[config.mk]
export PLATFORM = sky130hd
export DESIGN_NAME = ref_clock_request_startup
export DESIGN_NICKNAME = d
export VERILOG_FILES = /design/src/shared/ref_clock_pkg.sv /design/src/ms_timer.sv /design/src/ref_clock_request_startup.sv
export SDC_FILE = /design/constraint.sdc
export NUM_CORES = 1
export LEC_CHECK = 0
export ABC_AREA = 1
export BUFFER_PORTS_ARGS = -buffer_cell sky130_fd_sc_hd__buf_2
export CELL_PAD_IN_SITES_DETAIL_PLACEMENT = 1
export CELL_PAD_IN_SITES_GLOBAL_PLACEMENT = 1
export CORE_MARGIN = 2
export CORE_UTILIZATION = 41
export DETAILED_ROUTE_END_ITERATION = 10
export PLACE_DENSITY_LB_ADDON = 0.1
export SETUP_SLACK_MARGIN = 0.02
export SYNTH_ARGS = -nofsm -noshare
export SYNTH_HDL_FRONTEND = slang
export SYNTH_SLANG_ARGS = --single-unit
[constraint.sdc]
create_clock -name pclk -period 6 [get_ports pclk]
set_clock_uncertainty 0.2 [all_clocks]
set_input_delay 0 -clock pclk [delete_from_list [all_inputs] [get_ports pclk]]
set_output_delay 0 -clock pclk [all_outputs]
set_load 0.02 [all_outputs]
[src/shared/ref_clock_pkg.sv]
// What this block does
// Fixed 5 ms wait before firmware runs.
// Extension by startup delay, 5 to 31 ms.
// Source within 250 ppm by 7 ms.
// Source within 20 ppm by 11 ms.
// Request driven on GPIO only when enabled.
// Reference frequency setting counts in 1 kHz.
// Reference frequency defaults to 26000.
// Accept cellular list plus 250 kHz multiples.
// Source should be 250 kHz multiple.
// Grounded drive pin selects external clock mode.
// All clocks derive from reference input.
// Hold firmware until whole delay has elapsed.
package ref_clock_pkg;

    // ------------------------------------------------------------
    // Clock and timing
    // ------------------------------------------------------------
    localparam int unsigned CLK_HZ = 20000000; // Bus clock rate in hertz.
    localparam int unsigned FIXED_DELAY_MS = 5; // Fixed hardware wait in ms.
    localparam int unsigned MS_CYCLES = CLK_HZ / 1000; // Cycles per millisecond.
    localparam int unsigned ACCURACY_250_MS = 7; // Time of coarse accuracy in ms.
    localparam int unsigned ACCURACY_20_MS = 11; // Time of radio accuracy in ms.
    localparam logic [4:0] DELAY_MIN = 5'h05; // Least extension setting.
    localparam logic [4:0] DELAY_MAX = 5'h1f; // Largest extension setting.

    // ------------------------------------------------------------
    // Register map
    // ------------------------------------------------------------
    localparam logic [11:0] CTRL_OFFSET = 12'h000; // Control register.
    localparam logic [11:0] FREQ_OFFSET = 12'h004; // Reference frequency.
    localparam logic [11:0] STATUS_OFFSET = 12'h008; // Status register.
    localparam int unsigned CTRL_START_BIT = 0; // Writing one starts a request.
    localparam int unsigned CTRL_OE_BIT = 1; // Request output enable.
    localparam int unsigned CTRL_DELAY_LSB = 8; // Extension field, five bits.
    localparam logic [15:0] FREQ_RESET = 16'h6590; // 26000 kHz.
    localparam logic [15:0] FREQ_STEP = 16'h00fa; // 250 kHz step.
    localparam logic [4:0] DELAY_RESET = 5'h00; // No extension after reset.

    // Cellular reference frequencies in kHz.
    localparam logic [15:0] CELL_FREQ [10] = '{16'h1e00, 16'h3840, 16'h3c00, 16'h3f48,
        16'h41a0, 16'h4b00, 16'h4bf0, 16'h4ce0, 16'h4d58, 16'h9600};

    // Sequencer states.
    typedef enum logic [1:0] {IDLE, FIXED_WAIT, EXT_WAIT, RUN} seq_t;

    // Configuration carried to the sequencer.
    typedef struct packed {
        logic start;
        logic [4:0] delay_ms;
    } seq_cfg_t;

    // Status returned by the sequencer.
    typedef struct packed {
        logic clk_req;
        logic fw_run;
        logic acc_250;
        logic acc_20;
    } seq_stat_t;

endpackage

[src/ms_timer.sv]
`timescale 1ns/1ps
`default_nettype none
// Millisecond tick generator; runs while enabled, clears otherwise.
module ms_timer #(
    parameter int unsigned MS_CYCLES = ref_clock_pkg::MS_CYCLES
) (
    input wire logic pclk,
    input wire logic presetn,
    input wire logic run,
    output logic tick
);
    // ------------------------------------------------------------
    // State
    // ------------------------------------------------------------
    typedef struct packed {
        logic [15:0] cnt;
        logic tick;
    } tmr_t;
    tmr_t q, d;

    // Count to one millisecond then pulse.
    always_comb begin
        d = q;
        d.tick = 1'b0;
        if (!run) begin
            d.cnt = 16'h0000;
        end else if (q.cnt == 16'(MS_CYCLES - 1)) begin
            d.cnt = 16'h0000;
            d.tick = 1'b1;
        end else begin
            d.cnt = q.cnt + 16'h0001;
        end
    end

    // Register the state.
    always_ff @(posedge pclk or negedge presetn) begin
        if (!presetn) begin
            q <= '0;
        end else begin
            q <= d;
        end
    end

    assign tick = q.tick;
endmodule // ms_timer
`default_nettype wire

[src/ref_clock_request_startup.sv]
// Local design decisions: the register addresses and the APB register port.
`timescale 1ns/1ps
`default_nettype none
// Reference clock request and start-up sequencer with an APB register file.
module ref_clock_request_startup #(
    // Cycles per millisecond; a bench may shorten it to keep runs small.
    parameter int unsigned MS_CYCLES = ref_clock_pkg::MS_CYCLES
) (
    input wire logic pclk,
    input wire logic presetn,
    input wire logic psel,
    input wire logic penable,
    input wire logic pwrite,
    input wire logic [11:0] paddr,
    input wire logic [31:0] pwdata,
    output logic [31:0] prdata,
    output logic pready,
    output logic pslverr,
    input wire logic crystal_drive_output_in, // Level seen on the drive pin.
    output logic crystal_drive_output_out,
    output logic crystal_drive_output_oe,
    output logic crystal_driver_enable, // Turns the analogue driver on.
    output logic ext_clock_mode,
    output logic clk_req, // Internal request level.
    output logic clk_req_gpio_out,
    output logic clk_req_gpio_oe,
    output logic fw_run, // Firmware may execute.
    output logic [15:0] ref_freq_khz,
    output logic ref_freq_supported
);
    // ------------------------------------------------------------
    // State
    // ------------------------------------------------------------
    typedef struct packed {
        ref_clock_pkg::seq_t st;
        logic [4:0] ms;      // Milliseconds elapsed in current phase.
        logic [4:0] total;   // Milliseconds since request; stops counting in RUN.
        logic oe;
        logic [4:0] delay;
        logic [15:0] freq;
        logic [31:0] rdata;
        logic start;
        logic pin_s1;
        logic pin_s2;
        logic ext;
        logic strap_done;
        logic [1:0] strap_cnt; // Edges spent filling the pin synchroniser.
        logic acc_250;
        logic acc_20;
    } state_t;
    state_t q, d;

    logic tick; // One pulse per millisecond during the fixed and extension waits.
    logic access; // Access phase of an APB transfer.
    logic mapped;

    ms_timer #(.MS_CYCLES(MS_CYCLES)) u_timer (
        .pclk(pclk),
        .presetn(presetn),
        .run(q.st == ref_clock_pkg::FIXED_WAIT || q.st == ref_clock_pkg::EXT_WAIT),
        .tick(tick)
    );

    // Frequency check: list member or whole 250 kHz multiple.
    function automatic logic freq_ok(input logic [15:0] f);
        logic ok;
        ok = ((f % ref_clock_pkg::FREQ_STEP) == 16'h0000) && (f != 16'h0000);
        for (int i = 0; i < 10; i++) begin
            if (f == ref_clock_pkg::CELL_FREQ[i]) begin
                ok = 1'b1;
            end
        end
        return ok;
    endfunction

    assign access = psel && penable;
    assign mapped = (paddr == ref_clock_pkg::CTRL_OFFSET) ||
        (paddr == ref_clock_pkg::FREQ_OFFSET) || (paddr == ref_clock_pkg::STATUS_OFFSET);

    // Next-state logic for bus, strap and sequencer.
    always_comb begin
        d = q;
        d.start = 1'b0;
        d.pin_s1 = crystal_drive_output_in;
        d.pin_s2 = q.pin_s1;
        // Catch the pin strap once after reset; a grounded pin means external clock.
        // The capture waits until both synchroniser stages hold the real pin level,
        // otherwise the reset value of the stages would be taken for the strap.
        if (!q.strap_done) begin
            if (q.strap_cnt == 2'h2) begin
                d.ext = !q.pin_s2;
                d.strap_done = 1'b1;
            end else begin
                d.strap_cnt = q.strap_cnt + 2'h1;
            end
        end
        // Register writes take effect in the access phase.
        if (access && pwrite) begin
            if (paddr == ref_clock_pkg::CTRL_OFFSET) begin
                d.start = pwdata[ref_clock_pkg::CTRL_START_BIT];
                d.oe = pwdata[ref_clock_pkg::CTRL_OE_BIT];
                // Out-of-range extensions are ignored so a bad value cannot shorten it.
                if (pwdata[ref_clock_pkg::CTRL_DELAY_LSB +: 5] >= ref_clock_pkg::DELAY_MIN ||
                    pwdata[ref_clock_pkg::CTRL_DELAY_LSB +: 5] == 5'h00) begin
                    d.delay = pwdata[ref_clock_pkg::CTRL_DELAY_LSB +: 5];
                end
            end else if (paddr == ref_clock_pkg::FREQ_OFFSET) begin
                d.freq = pwdata[15:0];
            end
        end
        // Read data is captured in the setup phase and held for the access.
        if (psel && !penable && !pwrite) begin
            case (paddr)
                ref_clock_pkg::CTRL_OFFSET: begin
                    d.rdata = {19'h00000, q.delay, 6'h00, q.oe, 1'b0};
                end
                ref_clock_pkg::FREQ_OFFSET: begin
                    d.rdata = {16'h0000, q.freq};
                end
                ref_clock_pkg::STATUS_OFFSET: begin
                    d.rdata = {18'h00000, freq_ok(q.freq), q.ext, q.acc_20, q.acc_250,
                        3'h0, q.total, q.st == ref_clock_pkg::RUN,
                        q.st != ref_clock_pkg::IDLE};
                end
                default: begin
                    d.rdata = 32'h00000000;
                end
            endcase
        end
        // Sequencer: request, fixed wait, optional extension, then run.
        if (tick && q.total != 5'h1f) begin
            d.total = q.total + 5'h01;
        end
        d.acc_250 = (q.total >= 5'(ref_clock_pkg::ACCURACY_250_MS));
        d.acc_20 = (q.total >= 5'(ref_clock_pkg::ACCURACY_20_MS));
        case (q.st)
            ref_clock_pkg::IDLE: begin
                d.ms = 5'h00;
                d.total = 5'h00;
                if (q.start) begin
                    d.st = ref_clock_pkg::FIXED_WAIT;
                end
            end
            ref_clock_pkg::FIXED_WAIT: begin
                if (tick) begin
                    d.ms = q.ms + 5'h01;
                    if (q.ms == 5'(ref_clock_pkg::FIXED_DELAY_MS - 1)) begin
                        d.ms = 5'h00;
                        d.st = (q.delay == 5'h00) ? ref_clock_pkg::RUN :
                            ref_clock_pkg::EXT_WAIT;
                    end
                end
            end
            ref_clock_pkg::EXT_WAIT: begin
                if (tick) begin
                    d.ms = q.ms + 5'h01;
                    if (q.ms == q.delay - 5'h01) begin
                        d.st = ref_clock_pkg::RUN;
                    end
                end
            end
            ref_clock_pkg::RUN: begin
                d.ms = 5'h00;
            end
            default: begin
                d.st = ref_clock_pkg::IDLE;
            end
        endcase
    end

    // Register the whole state.
    always_ff @(posedge pclk or negedge presetn) begin
        if (!presetn) begin
            q <= '0;
            q.freq <= ref_clock_pkg::FREQ_RESET;
            q.delay <= ref_clock_pkg::DELAY_RESET;
            q.st <= ref_clock_pkg::IDLE;
            q.pin_s1 <= 1'b1;
            q.pin_s2 <= 1'b1;
        end else begin
            q <= d;
        end
    end

    // ------------------------------------------------------------
    // Outputs
    // ------------------------------------------------------------
    assign pready = 1'b1;
    assign pslverr = access && !mapped;
    assign prdata = q.rdata;
    assign clk_req = q.st != ref_clock_pkg::IDLE;
    assign fw_run = q.st == ref_clock_pkg::RUN;
    assign clk_req_gpio_out = clk_req;
    assign clk_req_gpio_oe = q.oe;
    assign ext_clock_mode = q.ext;
    // The drive pin is never driven low in external mode, only released.
    assign crystal_drive_output_out = 1'b0;
    assign crystal_drive_output_oe = 1'b0;
    assign crystal_driver_enable = q.strap_done && !q.ext;
    assign ref_freq_khz = q.freq;
    assign ref_freq_supported = freq_ok(q.freq);
endmodule // ref_clock_request_startup
`default_nettype wire

==> impl_metrics.csv <==
group,metric,value,unit
routing,viasPerCell,5.29,
sta,drv_slew,0,
sta,final.min_clock_period,6.37,ns
logic_synthesis,ys.flop_type,"dfrtp_1",
power,vdd_ir_drop_max,140,uV
worst_setup_path,cp.arrival,6.17,ns
placed_design,hpwl,14300,um
logic_synthesis,post-synth-top-count-cell,"nand2_1",
logic_synthesis,synthCells,895,
worst_hold_path,min_path_type,"in2reg",
grt,grt.busiest_layer,"met2",
routing,ant_nets,0,
flow_run,max_cap_violations,0,
final_layout,syn2layout_area_growth,36.0,%
clocking,cts_sinks,76,
worst_setup_path,cp_slowest_cell,"dfstp_2",
worst_setup_path,cp.required,5.80,ns
sta,setup_viol,2,
power,p_per_area,138,nW/um^2
clocking,cts.clk_slew.worst_paths,0.06,ns
clocking,cts_buffers,9,
sta,hold_slack,0.0393,ns
routing,routedWlPerCell,16.9,um
routing,drt_pass1_iterations,4,
grt,grt_pass1_vias,6778,
placed_design,globalplace.congestion,0.922,
grt,grt_first_pass_wirelength,32800,um
logic_synthesis,syn_area_per_cell,6.98,um^2
logic_synthesis,synthTopCellsByCount,"nand2_1 (188), inv_1 (127), nand3_1 (74)",
logic_synthesis,synth-edff-count,0,
grt,antenna_found_initial,0,
grt,gr-usage-met2,46.6,%
routing,drcViolationCount,0,
floorplanning,ios,109,
sta,fin_crit_sh,106,%
worst_setup_path,cp_common_cell,"nand2_4",
worst_setup_path,crit_fanout,7,
worst_setup_path,slowest_delay,0.56,ns
clocking,cts_tree,"built",
final_layout,drive_gt1_share,35.3,%
logic_synthesis,ys_seq_area_share,30.6,%
clocking,root_buffer,"clkbuf_16",
logic_synthesis,synth_largest_area_cell,"dfrtp_1",
clocking,cts_buffer_depth,2,
sta,hold_violations,0,
worst_setup_path,rrSetupSlack,-0.37,ns
grt,met1_usage,30.2,%
floorplanning,die_y,127,um
logic_synthesis,ys_types,55,
worst_setup_path,path_class,"reg2out",
sta,grt_setup_unrepaired,"yes",
grt,grtUsageTotal,24.9,%
clocking,clock_latency,0.33,ns
floorplanning,initial_core_util,41.5,%
outcome,run_status,"finished with violations",
sta,tightest_slew,1.08,ns
routing,vias,6535,
floorplanning,num_rows,45,
sta,fin_ws,-0.370,ns
logic_synthesis,synth_area_leaders,"dfrtp_1 (27%), nand2_1 (11%), inv_1 (7.6%)",
floorplanning,core_area,15000,um^2
logic_synthesis,synth_top_area_share,27.2,%
final_layout,fin_area,8490,um^2
logic_synthesis,synth-seq-cells,76,
logic_synthesis,synth_warnings,0,
final_layout,num_antenna_cells,0,
sta,fmax,0.157,GHz
worst_setup_path,start_kind,"flop",
final_layout,nets,1104,
placed_design,placed_area,6830,um^2
floorplanning,die_w,127,um
sta,max_slew_margin,27.9,%
routing,finalWirelength,20900,um
grt,grt-ovfl-total,0,
placed_design,io_buffer_count,73,
power,p_leak,4.48,nW
floorplanning,dieArea,16200,um^2
worst_setup_path,crit_path_end_kind,"primary output",
outcome,violations,"setup timing",
clocking,htree_levels,3,
grt,grt_use_met3,2.72,%
logic_synthesis,syn_area,6240,um^2
placed_design,post-place-ws,-0.107,ns
grt,grt_start_max_net_pins,77,
routing,drtIter0Drc,261,
logic_synthesis,ys_async_sr_fraction,100,%
[cells by family after synthesis]
group | after synthesis | share of synthesized area, %
AO/OA/AOI/OAI | 121 | 11.9
XOR/XNOR | 18 | 2.52
adder cells (fa/ha/maj) | 11 | 2.20
buffers and inverters | 207 | 15.7
flip-flops | 76 | 30.6
multiplexers | 16 | 2.58
other | 2 | 0.120
AND/OR/NAND/NOR | 444 | 34.3
[cell type report]
class | instances | area, um^2
Fill cell | 1858 | 6540
Multi-Input combinational cell | 630 | 4170
Sequential cell | 76 | 1910
Timing Repair Buffer | 181 | 1270
Inverter | 145 | 577
Tap cell | 188 | 235
Clock buffer | 9 | 225
Clock inverter | 7 | 100
[through the flow]
stage | TNS (ns) | utilization [%] | total power [mW] | cells
2_1_floorplan | 0 | - | 0.558 | 912
3_3_place_gp | 0 | 45.4 | 0.577 | 1158
3_5_place_dp | -0.107 | 45.4 | 0.579 | 1158
4_1_cts | 0 | 52.6 | 1.18 | 1221
5_1_grt | -1.45 | 56.5 | 1.21 | 1236
6_report | -0.738 | 56.5 | 1.17 | 1236
[flip-flops by register name (all words and copies together) (netlist names)]
name,cells
q,24
prdata,16
ref_freq_khz,16
u_timer.q,16
clk_req_gpio_oe,1
d,1
ext_clock_mode,1
u_timer.tick,1
[worst max-delay path: cells and delay by family, from the launching register on]
family,cells,cell delay [ns]
simple gates,37,3.97
buf+inv,7,0.77
flops,1,0.56
compound gates,3,0.50
[worst paths after layout]
| kind | start | endpoint | cells past startpoint |
|---|---|---|---|
| worst min register to register | d[6] | q[6] | 0 |
| worst max-delay path | ref_freq_khz[13] | ref_freq_supported | 47 |
| min in group asynchronous | presetn | u_timer.q[1] | 2 |
| max in group asynchronous | presetn | ref_freq_khz[6] | 2 |
| worst max register to register | ref_freq_khz[13] | prdata[13] | 51 |
| worst min-delay path | paddr[1] | prdata[13] | 8 |
[timing repair]
item	4_1_cts	5_1_grt
pin swaps	28	50
hold endpoints to repair	98	0
hold buffers	24	0
setup buffers	22	16
cloned	1	0
setup endpoints to repair	2	2
resized for setup	88	108
[power by group]
group	internal, mW	total, mW	switching, mW
Combinational	0.0253	0.0698	0.0445
Clock	0.366	0.585	0.219
Sequential	0.515	0.516	0.000926
Total	0.906	1.17	0.264
[layer usage]
metal	share of wire, %	wire length [um]
met5	0	0
met4	2.5	524
met3	2.2	455
met2	54	11300
met1	41	8620
[cell usage in the layout (no fill, tap or decap), types with 7 or more instances in the layout]
cell,synthesis,layout
o22ai_1,11,11
nand2_4,6,25
o21ai_0,31,27
nand4_1,13,13
nor2_4,4,12
nor4_1,7,7
nand3_2,8,26
nor3_1,26,26
o21ai_2,7,11
nand3_4,2,13
o21ai_4,0,8
ha_1,11,11
inv_1,127,121
xor2_1,16,15
a21oi_1,28,26
clkbuf_16,0,9
nand3_1,74,45
nand2_1,188,139
buf_2,5,71
dlygate4sd3_1,0,24
conb_1,2,19
nor2_2,7,8
inv_2,13,12
nand2_8,0,8
mux2i_1,15,15
buf_6,0,7
dfstp_2,8,8
a22o_1,9,9
buf_4,53,79
nand2_2,24,47
dfrtp_1,68,68
nor2_1,69,60
(Power assumes the default switching activity.)
